===== src/design/ntb_bar_pkg.sv =====
package ntb_bar_pkg;

    // ------------------------------------------------------------
    // Register offsets (byte addresses)
    // ------------------------------------------------------------
    localparam logic [11:0] OFS_BAR2_WINDOW_CFG = 12'h088;
    localparam logic [11:0] OFS_BAR3_WINDOW_CFG = 12'h094;
    localparam logic [11:0] OFS_BAR3_XLAT       = 12'h098;
    localparam logic [11:0] OFS_BAR4_WINDOW_CFG = 12'h09c;
    localparam logic [11:0] OFS_TUNNEL_CFG_CTL  = 12'h0a0;
    localparam logic [11:0] OFS_BAR3_BASE       = 12'h0b0;
    localparam logic [11:0] OFS_BAR4_BASE       = 12'h0b4;

    // ------------------------------------------------------------
    // Window setup field layout
    // ------------------------------------------------------------
    localparam int SPACE_BIT   = 0;
    localparam int TYPE_LO     = 1;
    localparam int TYPE_HI     = 2;
    localparam int EARLY_BIT   = 3;
    localparam int SIZE_LO     = 4;
    localparam int SIZE_HI     = 9;
    localparam int EN_BIT      = 31;
    localparam int BASE_LSB    = 4;
    localparam int TUN_REG_LO  = 2;
    localparam int TUN_CFG_DWORD_INDEX_HI_HI = 11;

    // ------------------------------------------------------------
    // Encodings and fixed values
    // ------------------------------------------------------------
    localparam logic [1:0] TYPE_ADDR32  = 2'h0;
    localparam logic [1:0] TYPE_ADDR64  = 2'h2;
    localparam logic       SPACE_MEM    = 1'h0;
    localparam logic [5:0] SIZE_MIN_ON  = 6'h04;
    localparam logic [5:0] BAR4_SIZE    = 6'h0c;

    // ------------------------------------------------------------
    // Values after reset
    // ------------------------------------------------------------
    localparam logic [31:0] RST_WORD = 32'h0000_0000;
    localparam logic [5:0]  RST_SIZE = 6'h00;

endpackage


===== src/design/ntb_bar_window_setup.sv =====
`timescale 1ns/1ps
// Summary of operation
// - Setup bits 9:4 give window size in address bits, span two to size.
// - Size zero means full 64-bit space; every base bit writable.
// - Base field bit zero maps to bus address bit 4 upward.
// - Size four and up: base bits at/above size writable, lower bits read zero.
// - Size one to three makes the whole base field read-only zero.
// - Setup bit 31 enables window; when clear base register reads zero.
// - Setup bits 30:10 are reserved and read zero.
// - BAR2 64-bit memory: BAR3 translation is full 32-bit upper half.
// - BAR3 translation base in bits 31:4, bits 3:0 read zero.
// - Translation replaces bits 31 down to size with translated base bits.
// - BAR4 setup fixes memory, 32-bit, non-prefetchable as zero.
// - BAR4 size reads 0xC fixed; only enable writable.
// - Tunnel control bits 7:2 hold register number, bits 1:0 zero.
// - Tunnel control bits 11:8 hold extended register number.
// - Sticky fields survive hot resets; the power-on reset presetn clears every field.
// - BAR2 64-bit memory: BAR3 setup reads zero and is read-only.
module ntb_bar_window_setup
    import ntb_bar_pkg::*;
(
    // Clock and reset
    input  wire logic        pclk,
    input  wire logic        presetn,
    // APB slave
    input  wire logic        psel,
    input  wire logic        penable,
    input  wire logic        pwrite,
    input  wire logic [11:0] paddr,
    input  wire logic [31:0] pwdata,
    input  wire logic [3:0]  pstrb,
    output logic      [31:0] prdata,
    output logic             pready,
    output logic             pslverr,
    // Address translation path
    input  wire logic [31:0] xlat_in_addr,
    output logic      [31:0] xlat_out_addr,
    output logic             bar3_hit,
    output logic             bar4_hit,
    output logic             bar2_wide_mode,
    output logic      [31:0] bar2_xlat_upper
);

    // ------------------------------------------------------------
    // State
    // ------------------------------------------------------------
    typedef struct packed {
        logic        b2_space;
        logic [1:0]  b2_type;
        logic        b2_early;
        logic [5:0]  b2_size;
        logic        b2_en;
        logic        b3_space;
        logic [1:0]  b3_type;
        logic        b3_early;
        logic [5:0]  b3_size;
        logic        b3_en;
        logic [31:0] b3_xlat;
        logic        b4_en;
        logic [9:0]  tun;
        logic [27:0] b3_base;
        logic [27:0] b4_base;
        logic [31:0] rdata;
        logic [31:0] xaddr;
        logic        hit3;
        logic        hit4;
    } state_s;

    state_s st_r;
    state_s st_nxt;

    // ------------------------------------------------------------
    // Helpers
    // ------------------------------------------------------------
    // Bits of base_addr_field that software may change for a size
    function automatic logic [31:0] base_mask(input logic [5:0] size);
        logic [31:0] m;
        m = 32'h0000_0000;
        for (int i = BASE_LSB; i < 32; i++) begin
            if (size == RST_SIZE) begin
                m[i] = 1'b1;
            end else if (size >= SIZE_MIN_ON && 6'(i) >= size) begin
                m[i] = 1'b1;
            end
        end
        return m;
    endfunction

    // Bits taken from the translated base (31 down to size)
    // Bits 3:0 always pass, since the translated base starts at bit 4
    function automatic logic [31:0] xlat_mask(input logic [5:0] size);
        logic [31:0] m;
        m = 32'h0000_0000;
        for (int i = BASE_LSB; i < 32; i++) begin
            if (6'(i) >= size) begin
                m[i] = 1'b1;
            end
        end
        return m;
    endfunction

    function automatic logic [31:0] strb_mask(input logic [3:0] s);
        return {{8{s[3]}}, {8{s[2]}}, {8{s[1]}}, {8{s[0]}}};
    endfunction

    logic        wide;
    logic [31:0] m3;
    logic [31:0] m4;
    logic [31:0] b3_word;
    logic [31:0] b4_word;
    logic [31:0] cfg3_rd;
    logic [31:0] cfg2_rd;
    logic [31:0] xl3_rd;
    logic [31:0] rd_mux;
    logic        mapped;
    logic        wr_en;
    logic [31:0] wmask;
    logic [31:0] wval;
    logic [31:0] xm3;

    // ------------------------------------------------------------
    // Decode and readback
    // ------------------------------------------------------------
    always_comb begin
        wide    = (st_r.b2_space == SPACE_MEM) && (st_r.b2_type == TYPE_ADDR64);
        m3      = wide ? 32'h0000_0000 : base_mask(st_r.b3_size);
        m4      = base_mask(BAR4_SIZE);
        b3_word = {st_r.b3_base, 4'h0} & m3;
        b4_word = {st_r.b4_base, 4'h0} & m4;
        cfg2_rd = {st_r.b2_en, 21'h000000, st_r.b2_size, st_r.b2_early,
                   (st_r.b2_space == SPACE_MEM) ? st_r.b2_type : TYPE_ADDR32, st_r.b2_space};
        cfg3_rd = {st_r.b3_en, 21'h000000, st_r.b3_size, st_r.b3_early,
                   (st_r.b3_space == SPACE_MEM) ? st_r.b3_type : TYPE_ADDR32, st_r.b3_space};
        if (wide) begin
            cfg3_rd = 32'h0000_0000;
        end
        xl3_rd = wide ? st_r.b3_xlat : {st_r.b3_xlat[31:4], 4'h0};
        mapped = 1'b1;
        unique case (paddr)
            OFS_BAR2_WINDOW_CFG: rd_mux = cfg2_rd;
            OFS_BAR3_WINDOW_CFG: rd_mux = cfg3_rd;
            OFS_BAR3_XLAT:       rd_mux = xl3_rd;
            OFS_BAR4_WINDOW_CFG: rd_mux = {st_r.b4_en, 21'h000000, BAR4_SIZE, 4'h0};
            OFS_TUNNEL_CFG_CTL:  rd_mux = {20'h00000, st_r.tun, 2'h0};
            OFS_BAR3_BASE:       rd_mux = st_r.b3_en ? b3_word : 32'h0000_0000;
            OFS_BAR4_BASE:       rd_mux = st_r.b4_en ? b4_word : 32'h0000_0000;
            default: begin
                rd_mux = 32'h0000_0000;
                mapped = 1'b0;
            end
        endcase
    end

    // ------------------------------------------------------------
    // Next state
    // ------------------------------------------------------------
    always_comb begin
        st_nxt = st_r;
        wr_en  = psel && penable && pwrite && mapped;
        wmask  = strb_mask(pstrb);
        wval   = pwdata;
        xm3    = xlat_mask(st_r.b3_size);
        // Read data captured in setup so the access phase needs no wait
        if (psel && !penable) begin
            st_nxt.rdata = rd_mux;
        end
        if (wr_en) begin
            unique case (paddr)
                OFS_BAR2_WINDOW_CFG: begin
                    if (wmask[0]) begin
                        st_nxt.b2_space = wval[SPACE_BIT];
                        st_nxt.b2_type  = wval[TYPE_HI:TYPE_LO];
                        st_nxt.b2_early = wval[EARLY_BIT];
                    end
                    if (wmask[SIZE_LO] && wmask[SIZE_HI]) begin
                        st_nxt.b2_size = wval[SIZE_HI:SIZE_LO];
                    end
                    if (wmask[EN_BIT]) begin
                        st_nxt.b2_en = wval[EN_BIT];
                    end
                end
                OFS_BAR3_WINDOW_CFG: begin
                    if (!wide) begin
                        if (wmask[0]) begin
                            st_nxt.b3_space = wval[SPACE_BIT];
                            st_nxt.b3_type  = wval[TYPE_HI:TYPE_LO];
                            st_nxt.b3_early = wval[EARLY_BIT];
                        end
                        if (wmask[SIZE_LO] && wmask[SIZE_HI]) begin
                            st_nxt.b3_size = wval[SIZE_HI:SIZE_LO];
                        end
                        if (wmask[EN_BIT]) begin
                            st_nxt.b3_en = wval[EN_BIT];
                        end
                    end
                end
                OFS_BAR3_XLAT: begin
                    // Low nibble only writable as upper half of BAR2
                    st_nxt.b3_xlat = (st_r.b3_xlat & ~wmask) | (wval & wmask);
                    if (!wide) begin
                        st_nxt.b3_xlat[3:0] = st_r.b3_xlat[3:0];
                    end
                end
                OFS_BAR4_WINDOW_CFG: begin
                    if (wmask[EN_BIT]) begin
                        st_nxt.b4_en = wval[EN_BIT];
                    end
                end
                OFS_TUNNEL_CFG_CTL: begin
                    if (wmask[0]) begin
                        st_nxt.tun[5:0] = wval[7:TUN_REG_LO];
                    end
                    if (wmask[8]) begin
                        st_nxt.tun[9:6] = wval[TUN_CFG_DWORD_INDEX_HI_HI:8];
                    end
                end
                OFS_BAR3_BASE: begin
                    st_nxt.b3_base = ((st_r.b3_base & ~m3[31:4]) |
                                      (wval[31:4] & m3[31:4] & wmask[31:4])) |
                                     (st_r.b3_base & m3[31:4] & ~wmask[31:4]);
                end
                OFS_BAR4_BASE: begin
                    st_nxt.b4_base = ((st_r.b4_base & ~m4[31:4]) |
                                      (wval[31:4] & m4[31:4] & wmask[31:4])) |
                                     (st_r.b4_base & m4[31:4] & ~wmask[31:4]);
                end
                default: begin
                    st_nxt.rdata = st_nxt.rdata;
                end
            endcase
        end
        // Translation path, one cycle of latency
        st_nxt.hit3 = st_r.b3_en && !wide && (st_r.b3_size >= SIZE_MIN_ON) &&
                      (((xlat_in_addr ^ {st_r.b3_base, 4'h0}) & m3) == 32'h0000_0000) &&
                      (m3 != 32'h0000_0000);
        st_nxt.hit4 = st_r.b4_en &&
                      (((xlat_in_addr ^ {st_r.b4_base, 4'h0}) & m4) == 32'h0000_0000);
        st_nxt.xaddr = (xlat_in_addr & ~xm3) | ({st_r.b3_xlat[31:4], 4'h0} & xm3);
    end

    // ------------------------------------------------------------
    // Registers
    // ------------------------------------------------------------
    // presetn is the power-on reset; hot resets never reach this block
    always_ff @(posedge pclk or negedge presetn) begin
        if (!presetn) begin
            st_r <= '0;
        end else begin
            st_r <= st_nxt;
        end
    end

    // ------------------------------------------------------------
    // Outputs
    // ------------------------------------------------------------
    assign prdata          = st_r.rdata;
    assign pready          = 1'b1;
    assign pslverr         = psel && penable && !mapped;
    assign xlat_out_addr   = st_r.xaddr;
    assign bar3_hit        = st_r.hit3;
    assign bar4_hit        = st_r.hit4;
    assign bar2_wide_mode  = wide;
    assign bar2_xlat_upper = wide ? st_r.b3_xlat : RST_WORD;

endmodule


===== config.mk =====
export PLATFORM = sky130hd
export DESIGN_NAME = ntb_bar_window_setup
export DESIGN_NICKNAME = d
export VERILOG_FILES = /design/src/design/ntb_bar_pkg.sv /design/src/design/ntb_bar_window_setup.sv
export SDC_FILE = /design/constraint.sdc
export NUM_CORES = 1
export LEC_CHECK = 0
export BUFFER_PORTS_ARGS = -buffer_cell sky130_fd_sc_hd__buf_2
export CORE_MARGIN = 10
export CORE_UTILIZATION = 33
export CTS_BUF_LIST = sky130_fd_sc_hd__clkbuf_16
export DETAILED_ROUTE_END_ITERATION = 8
export PLACE_DENSITY = 0.6
export SLEW_MARGIN = 15
export SYNTH_ARGS = -nofsm -noshare
export SYNTH_HDL_FRONTEND = slang
export SYNTH_SLANG_ARGS = --single-unit

===== constraint.sdc =====
create_clock -name pclk -period 2.5 [get_ports pclk]
set_clock_uncertainty 0.15 [all_clocks]
set_input_delay 0.375 -clock pclk [delete_from_list [all_inputs] [get_ports pclk]]
set_output_delay 0.375 -clock pclk [all_outputs]
set_load 0.03 [all_outputs]

Yosys cells after proc, flatten, opt, wreduce, memory -nomap -nowiden
Cells that the tools add are included.

Register bits after elaboration: 187. ROM bits: 0. Bits in latches: 0. Bits in writable memories: 0. Memories: 0.

Multiplexer cells: 95. Order comparisons: 29. Reduce and logical (&&, ||, !) cells: 61. Div/mod/pow operators: 0. Add/sub/neg operators: 0. Shift operators: 0. Bitwise gates (word level): 27. Multiply operators: 0. Equal/unequal tests: 8.

Operators by type and width (number): one-hot mux 32 bit (7 select lines) (1); bitwise AND 28 bit (7); bitwise AND 32 bit (6); two-way mux 32 bit (6); greater-or-equal comparator 5 x 6 -> 1 bit, first input constant (16); two-way mux 1 bit (85); equality test 12 x 8 -> 1 bit, second input constant (7); bitwise OR 28 bit (3); zero test 32 bit (2); NOT 32 bit (2); bitwise OR 32 bit (2); XOR 32 bit (2); NOT 28 bit (2); greater-or-equal comparator 4 x 6 -> 1 bit, first input constant (8); logical AND 1 bit (40); nonzero test 32 bit (1); bitwise OR 8 x 28 -> 28 bit (1); greater-or-equal comparator 3 x 6 -> 1 bit, first input constant (4); AND reduction 3 bit (7); AND reduction 4 bit (3); OR reduction 7 bit (1); greater-or-equal comparator 6 x 3 -> 1 bit, second input constant (1); zero test 6 bit (1); AND reduction 2 bit (3); 5 further kinds (9).

Longest topological paths before layout
Depth after elaboration: 9. Mapped depth: 8.

Worst setup path after synthesis
Ideal clock, no wire load.

Path type: register -> output. From: reg st_r, in the netlist cfg2_rd[0]. To: out bar2_xlat_upper[22]. Stages on the path, launching flop included: 7. Data arrival time: 2121 ps. Setup slack: -146 ps. Path buffers: 3. Path through: dfrtp_1 -> or3b_2 -> clkbuf_1 -> inv_1 -> buf_2 -> clkbuf_1 -> and2_1.

Word-level cells in the longest chain between the ends: 3.

Ends and longest elaborated chain: start, declared (line ntb_bar_window_setup.sv:69) `state_s st_r;`; start signal, assigned (line ntb_bar_window_setup.sv:249) `st_r <= st_nxt;`; NOT 1 bit; logical AND 1 bit (line ntb_bar_window_setup.sv:125) `wide = (st_r.b2_space == SPACE_MEM) && (st_r.b2_type == TYPE_ADDR64);`; via bar2_wide_mode (line ntb_bar_window_setup.sv:40) `output logic bar2_wide_mode,`; two-way mux 32 bit (line ntb_bar_window_setup.sv:263) `assign bar2_xlat_upper = wide ? st_r.b3_xlat : RST_WORD;`; end, declared (line ntb_bar_window_setup.sv:41) `output logic [31:0] bar2_xlat_upper`.

The timed path passes the listed nets, and every way through them passes these cells.

Worst setup path after layout
From: reg st_r, in the netlist cfg2_rd[0]. To: out bar2_xlat_upper[21].

Word-level cells in the longest chain between the ends: 3.

Ends and longest elaborated chain (line): NOT 1 bit; logical AND 1 bit (ntb_bar_window_setup.sv:125); two-way mux 32 bit (ntb_bar_window_setup.sv:263).

No other way between the ends.

==> reports/metrics.csv <==
stage,metric,value,unit
power_and_ir_drop,Clock power frac,45.9,%
yosys,Syn Nets,979,
outcome,status,finished clean,
finish,final cell count without fillers,1502,
detailed_routing,routed vias/inst,5.16,
detailed_routing,metal3 WL,2580,µm
yosys,Synth Warn #,0,
yosys,Synth async-reset ratio,100,%
detailed_routing,via count,7755,
power_and_ir_drop,"IR drop worst, VDD",0.455,mV
yosys,number of synthesized flops with an enable pin,0,
die,row count,62,
timing,Rel. slew slack,63.5,%
finish,Nets,1187,
placement,dpl hpwl,26300,µm
timing,Final Slew Violations,0,
grt,Tot GR Track Use,18.1,%
yosys,ranking of synthesized cells by area,"dfrtp_1 46%, mux2_2 16%, buf_4 5.3%, xor2_1 2.8%, nand2_1 2.8%",
setup_path,Worst path slowest cell,or3b_4,
setup_path,critical path's top delay family,simple AND/OR/NAND/NOR gates,
finish,most frequent cells in the layout,"178 x dfrtp_1, 162 x buf_2, 136 x mux2_2, 102 x buf_4, 71 x nand2_1",
grt,number of global-route vias before repair,8124,
power_and_ir_drop,sw frac,26.8,%
die,Starting Density,33.5,%
detailed_routing,DRC,0,
placement,# port buffers,184,
job,max-cap violation count,0,
power_and_ir_drop,Power Internal,4490,µW
worst_hold_path,Tightest Hold Check Type,in -> reg,
grt,GR Overflow Total,0,
setup_path,CP startpoint kind,flop,
cts,Worst-path clk slew,0.08,ns
timing,Worst Tran Pin Value,0.543,ns
setup_path,Crit Path Class,reg -> out,
cts,Root Buffer,clkbuf_16,
detailed_routing,first-pass iteration count of the detailed router,5,
timing,RSZ-0062 raised after global routing,true,
die,core area,28800,µm²
setup_path,Worst EP required,1.98,ns
placement,placed cells,1456,
yosys,Synth Cell Area,9630,µm²
power_and_ir_drop,Leakage,0.00609,µW
detailed_routing,routed wl met2,15900,µm
setup_path,Max Fanout on Critical Path,5,
detailed_routing,Max Used Layer,met5,
timing,endpoints failing setup,0,
yosys,"Distinct cells, synth",69,
yosys,post-synth top area cell,dfrtp_1,
power_and_ir_drop,Reg power frac,47.5,%
yosys,#FFs+latches synth,179,
grt,first-pass GRT wire length,50400,µm
yosys,post-synthesis sequential area ratio,46.5,%
detailed_routing,Total Routed Length,33600,µm
setup_path,reg2reg setup slack,0.13,ns
placement,placer congestion estimate,0.900,
power_and_ir_drop,Comb power frac,6.6,%
cts,CTS Buf Count,17,
timing,Fmax,404,MHz
detailed_routing,ANT nets after route,0,
die,Top Ports,186,
power_and_ir_drop,Design Power,6140,µW
yosys,Post-Syn Instances,894,
die,Die Area,36400,µm²
cts,total clock sinks,179,
cts,TritonCTS clock tree,done,
cts,clk_lat worst skew,0.43,ns
detailed_routing,post-DR wirelength/cell,22.4,µm
die,Die Wd,191,µm
timing,Final Hold Viols,0,
grt,largest net degree at the start of global routing,55,
die,Die H,191,µm
finish,"most common cell after layout, fill and taps aside",dfrtp_1,
cts,htree depth,4,
power_and_ir_drop,Sw Pwr,1640,µW
finish,share of cells above drive strength 1,44.9,%
yosys,Synth Flop Type,dfrtp_1,
detailed_routing,Metal-1 WL,14300,µm
setup_path,crit end category,output port,
grt,initial antenna violation count,6,
power_and_ir_drop,power per cell area,505,nW/µm²
finish,final core occ,42.2,%
timing,fin crit share,99.1,%
yosys,post-synth top area share,46.5,%
setup_path,Worst Path Arrival,1.95,ns
cts,deepest clock path buffer count,2,
yosys,syn_area_per_cell,10.8,µm²
setup_path,"slowest stage delay, CP",0.44,ns
setup_path,WP buf/inv,4,
setup_path,CP cell instances,"or3b_4, inv_4, buf_8, clkbuf_16, and2_4, buf_6",
timing,Tmin final,2.48,ns
detailed_routing,Initial DRC Count,648,
finish,area growth from synthesis to layout,26.1,%
==> cell type report <==
type / instances / area [µm²]
fillers: 2843 / 16600
multi-input cells: 603 / 4500
flip-flops and latches: 179 / 4480
repair buffers: 299 / 2070
well taps: 384 / 480
clock buffers: 17 / 425
clock inverters: 15 / 180
inverters: 2 / 10.0
diodes: 3 / 7.51
==> synth_stat cells (3+ instances only) <==
cell / n
nand2_1: 71
o21ai_0: 24
buf_2: 19
or3_1: 3
o211ai_1: 3
dfrtp_1: 179
and4_1: 3
a32oi_1: 5
nor2_1: 31
nor3_4: 3
nor2b_1: 8
nor4_1: 8
buf_4: 68
a21oi_1: 37
a221oi_1: 4
nand4_1: 10
a21boi_0: 3
nor3_1: 17
a21o_1: 4
xor2_1: 31
mux2_2: 136
nand2b_1: 7
xnor2_1: 18
a22oi_1: 21
o31ai_1: 3
clkbuf_1: 18
a31oi_1: 15
o22ai_1: 3
and3_1: 9
and2_1: 40
a221o_1: 3
nand3_1: 31
or2_2: 4
buf_1: 4
a22o_1: 6
==> worst register-to-register path, stage by stage (launching register included) <==
cell and delay (ns):
dfrtp_1 0.48, or3_1 0.41, buf_4 0.15, a21oi_1 0.13, nor2_1 0.09, a221oi_1 0.33, o22ai_1 0.16, nor4_2 0.29
buf_4 0.14
==> path summary, 6_finish.rpt <==
kind / from / end / cells after the start
worst min-delay path: pwdata[26] / flop / 2
min in group asynchronous: presetn / asynchronous set/reset pin / 2
worst min register to register: prdata[4] / prdata[4] / 2
worst max register to register: st_r[169] / bar3_hit / 8
max in group asynchronous: presetn / xlat_out_addr[2] / 3
worst max-delay path: cfg2_rd[0] / bar2_xlat_upper[21] / 6
==> power groups by stage <==
stage               combinational (µW)  clock, µW  sequential [µW]
floorplan                          157          0             2970
finish                             408       2810             2920
global placement                   403          0             2970
detailed placement                 407          0             2970
global route                       445       2990             2920
CTS                                414       2860             2920
==> per-layer routing <==
layer	vias up	GRT usage [%]
met5	-	0
met4	6	5.57
met3	44	5.23
met2	257	29.0
met1	3872	23.1
li1	3576	-
==> per-stage QoR <==
stage	TNS, ns	setup WS [ns]	cell area [µm²]	hold slack [ns]
floorplan	0	0.0506	9630	-0.0706
global placement	0	0.0247	11200	0.234
detailed placement	0	0.0250	11200	0.241
CTS	0	0.0129	12000	0.0304
global route	-0.306	-0.0358	12100	0.0360
finish	0	0.0233	12100	0.0478
==> kinds of logic after synthesis <==
logic type      Yosys count  share of synthesized area, %
compound gates          149                          10.3
xor+xnor                 49                          4.46
buf+inv                 112                          7.34
flops                   179                          46.5
mux                     139                          16.2
other cells               1                        0.0389
simple gates            265                          15.2
==> what timing repair did <==
action	4_1_cts	5_1_grt
buffers inserted	3	2
resized for setup	28	39
cloned	0	2
hold buffers	5	0
pin swaps	1	1
hold endpoints to repair	55	0
endpoints found under the setup margin	33	17
(Power assumes the default switching activity.)
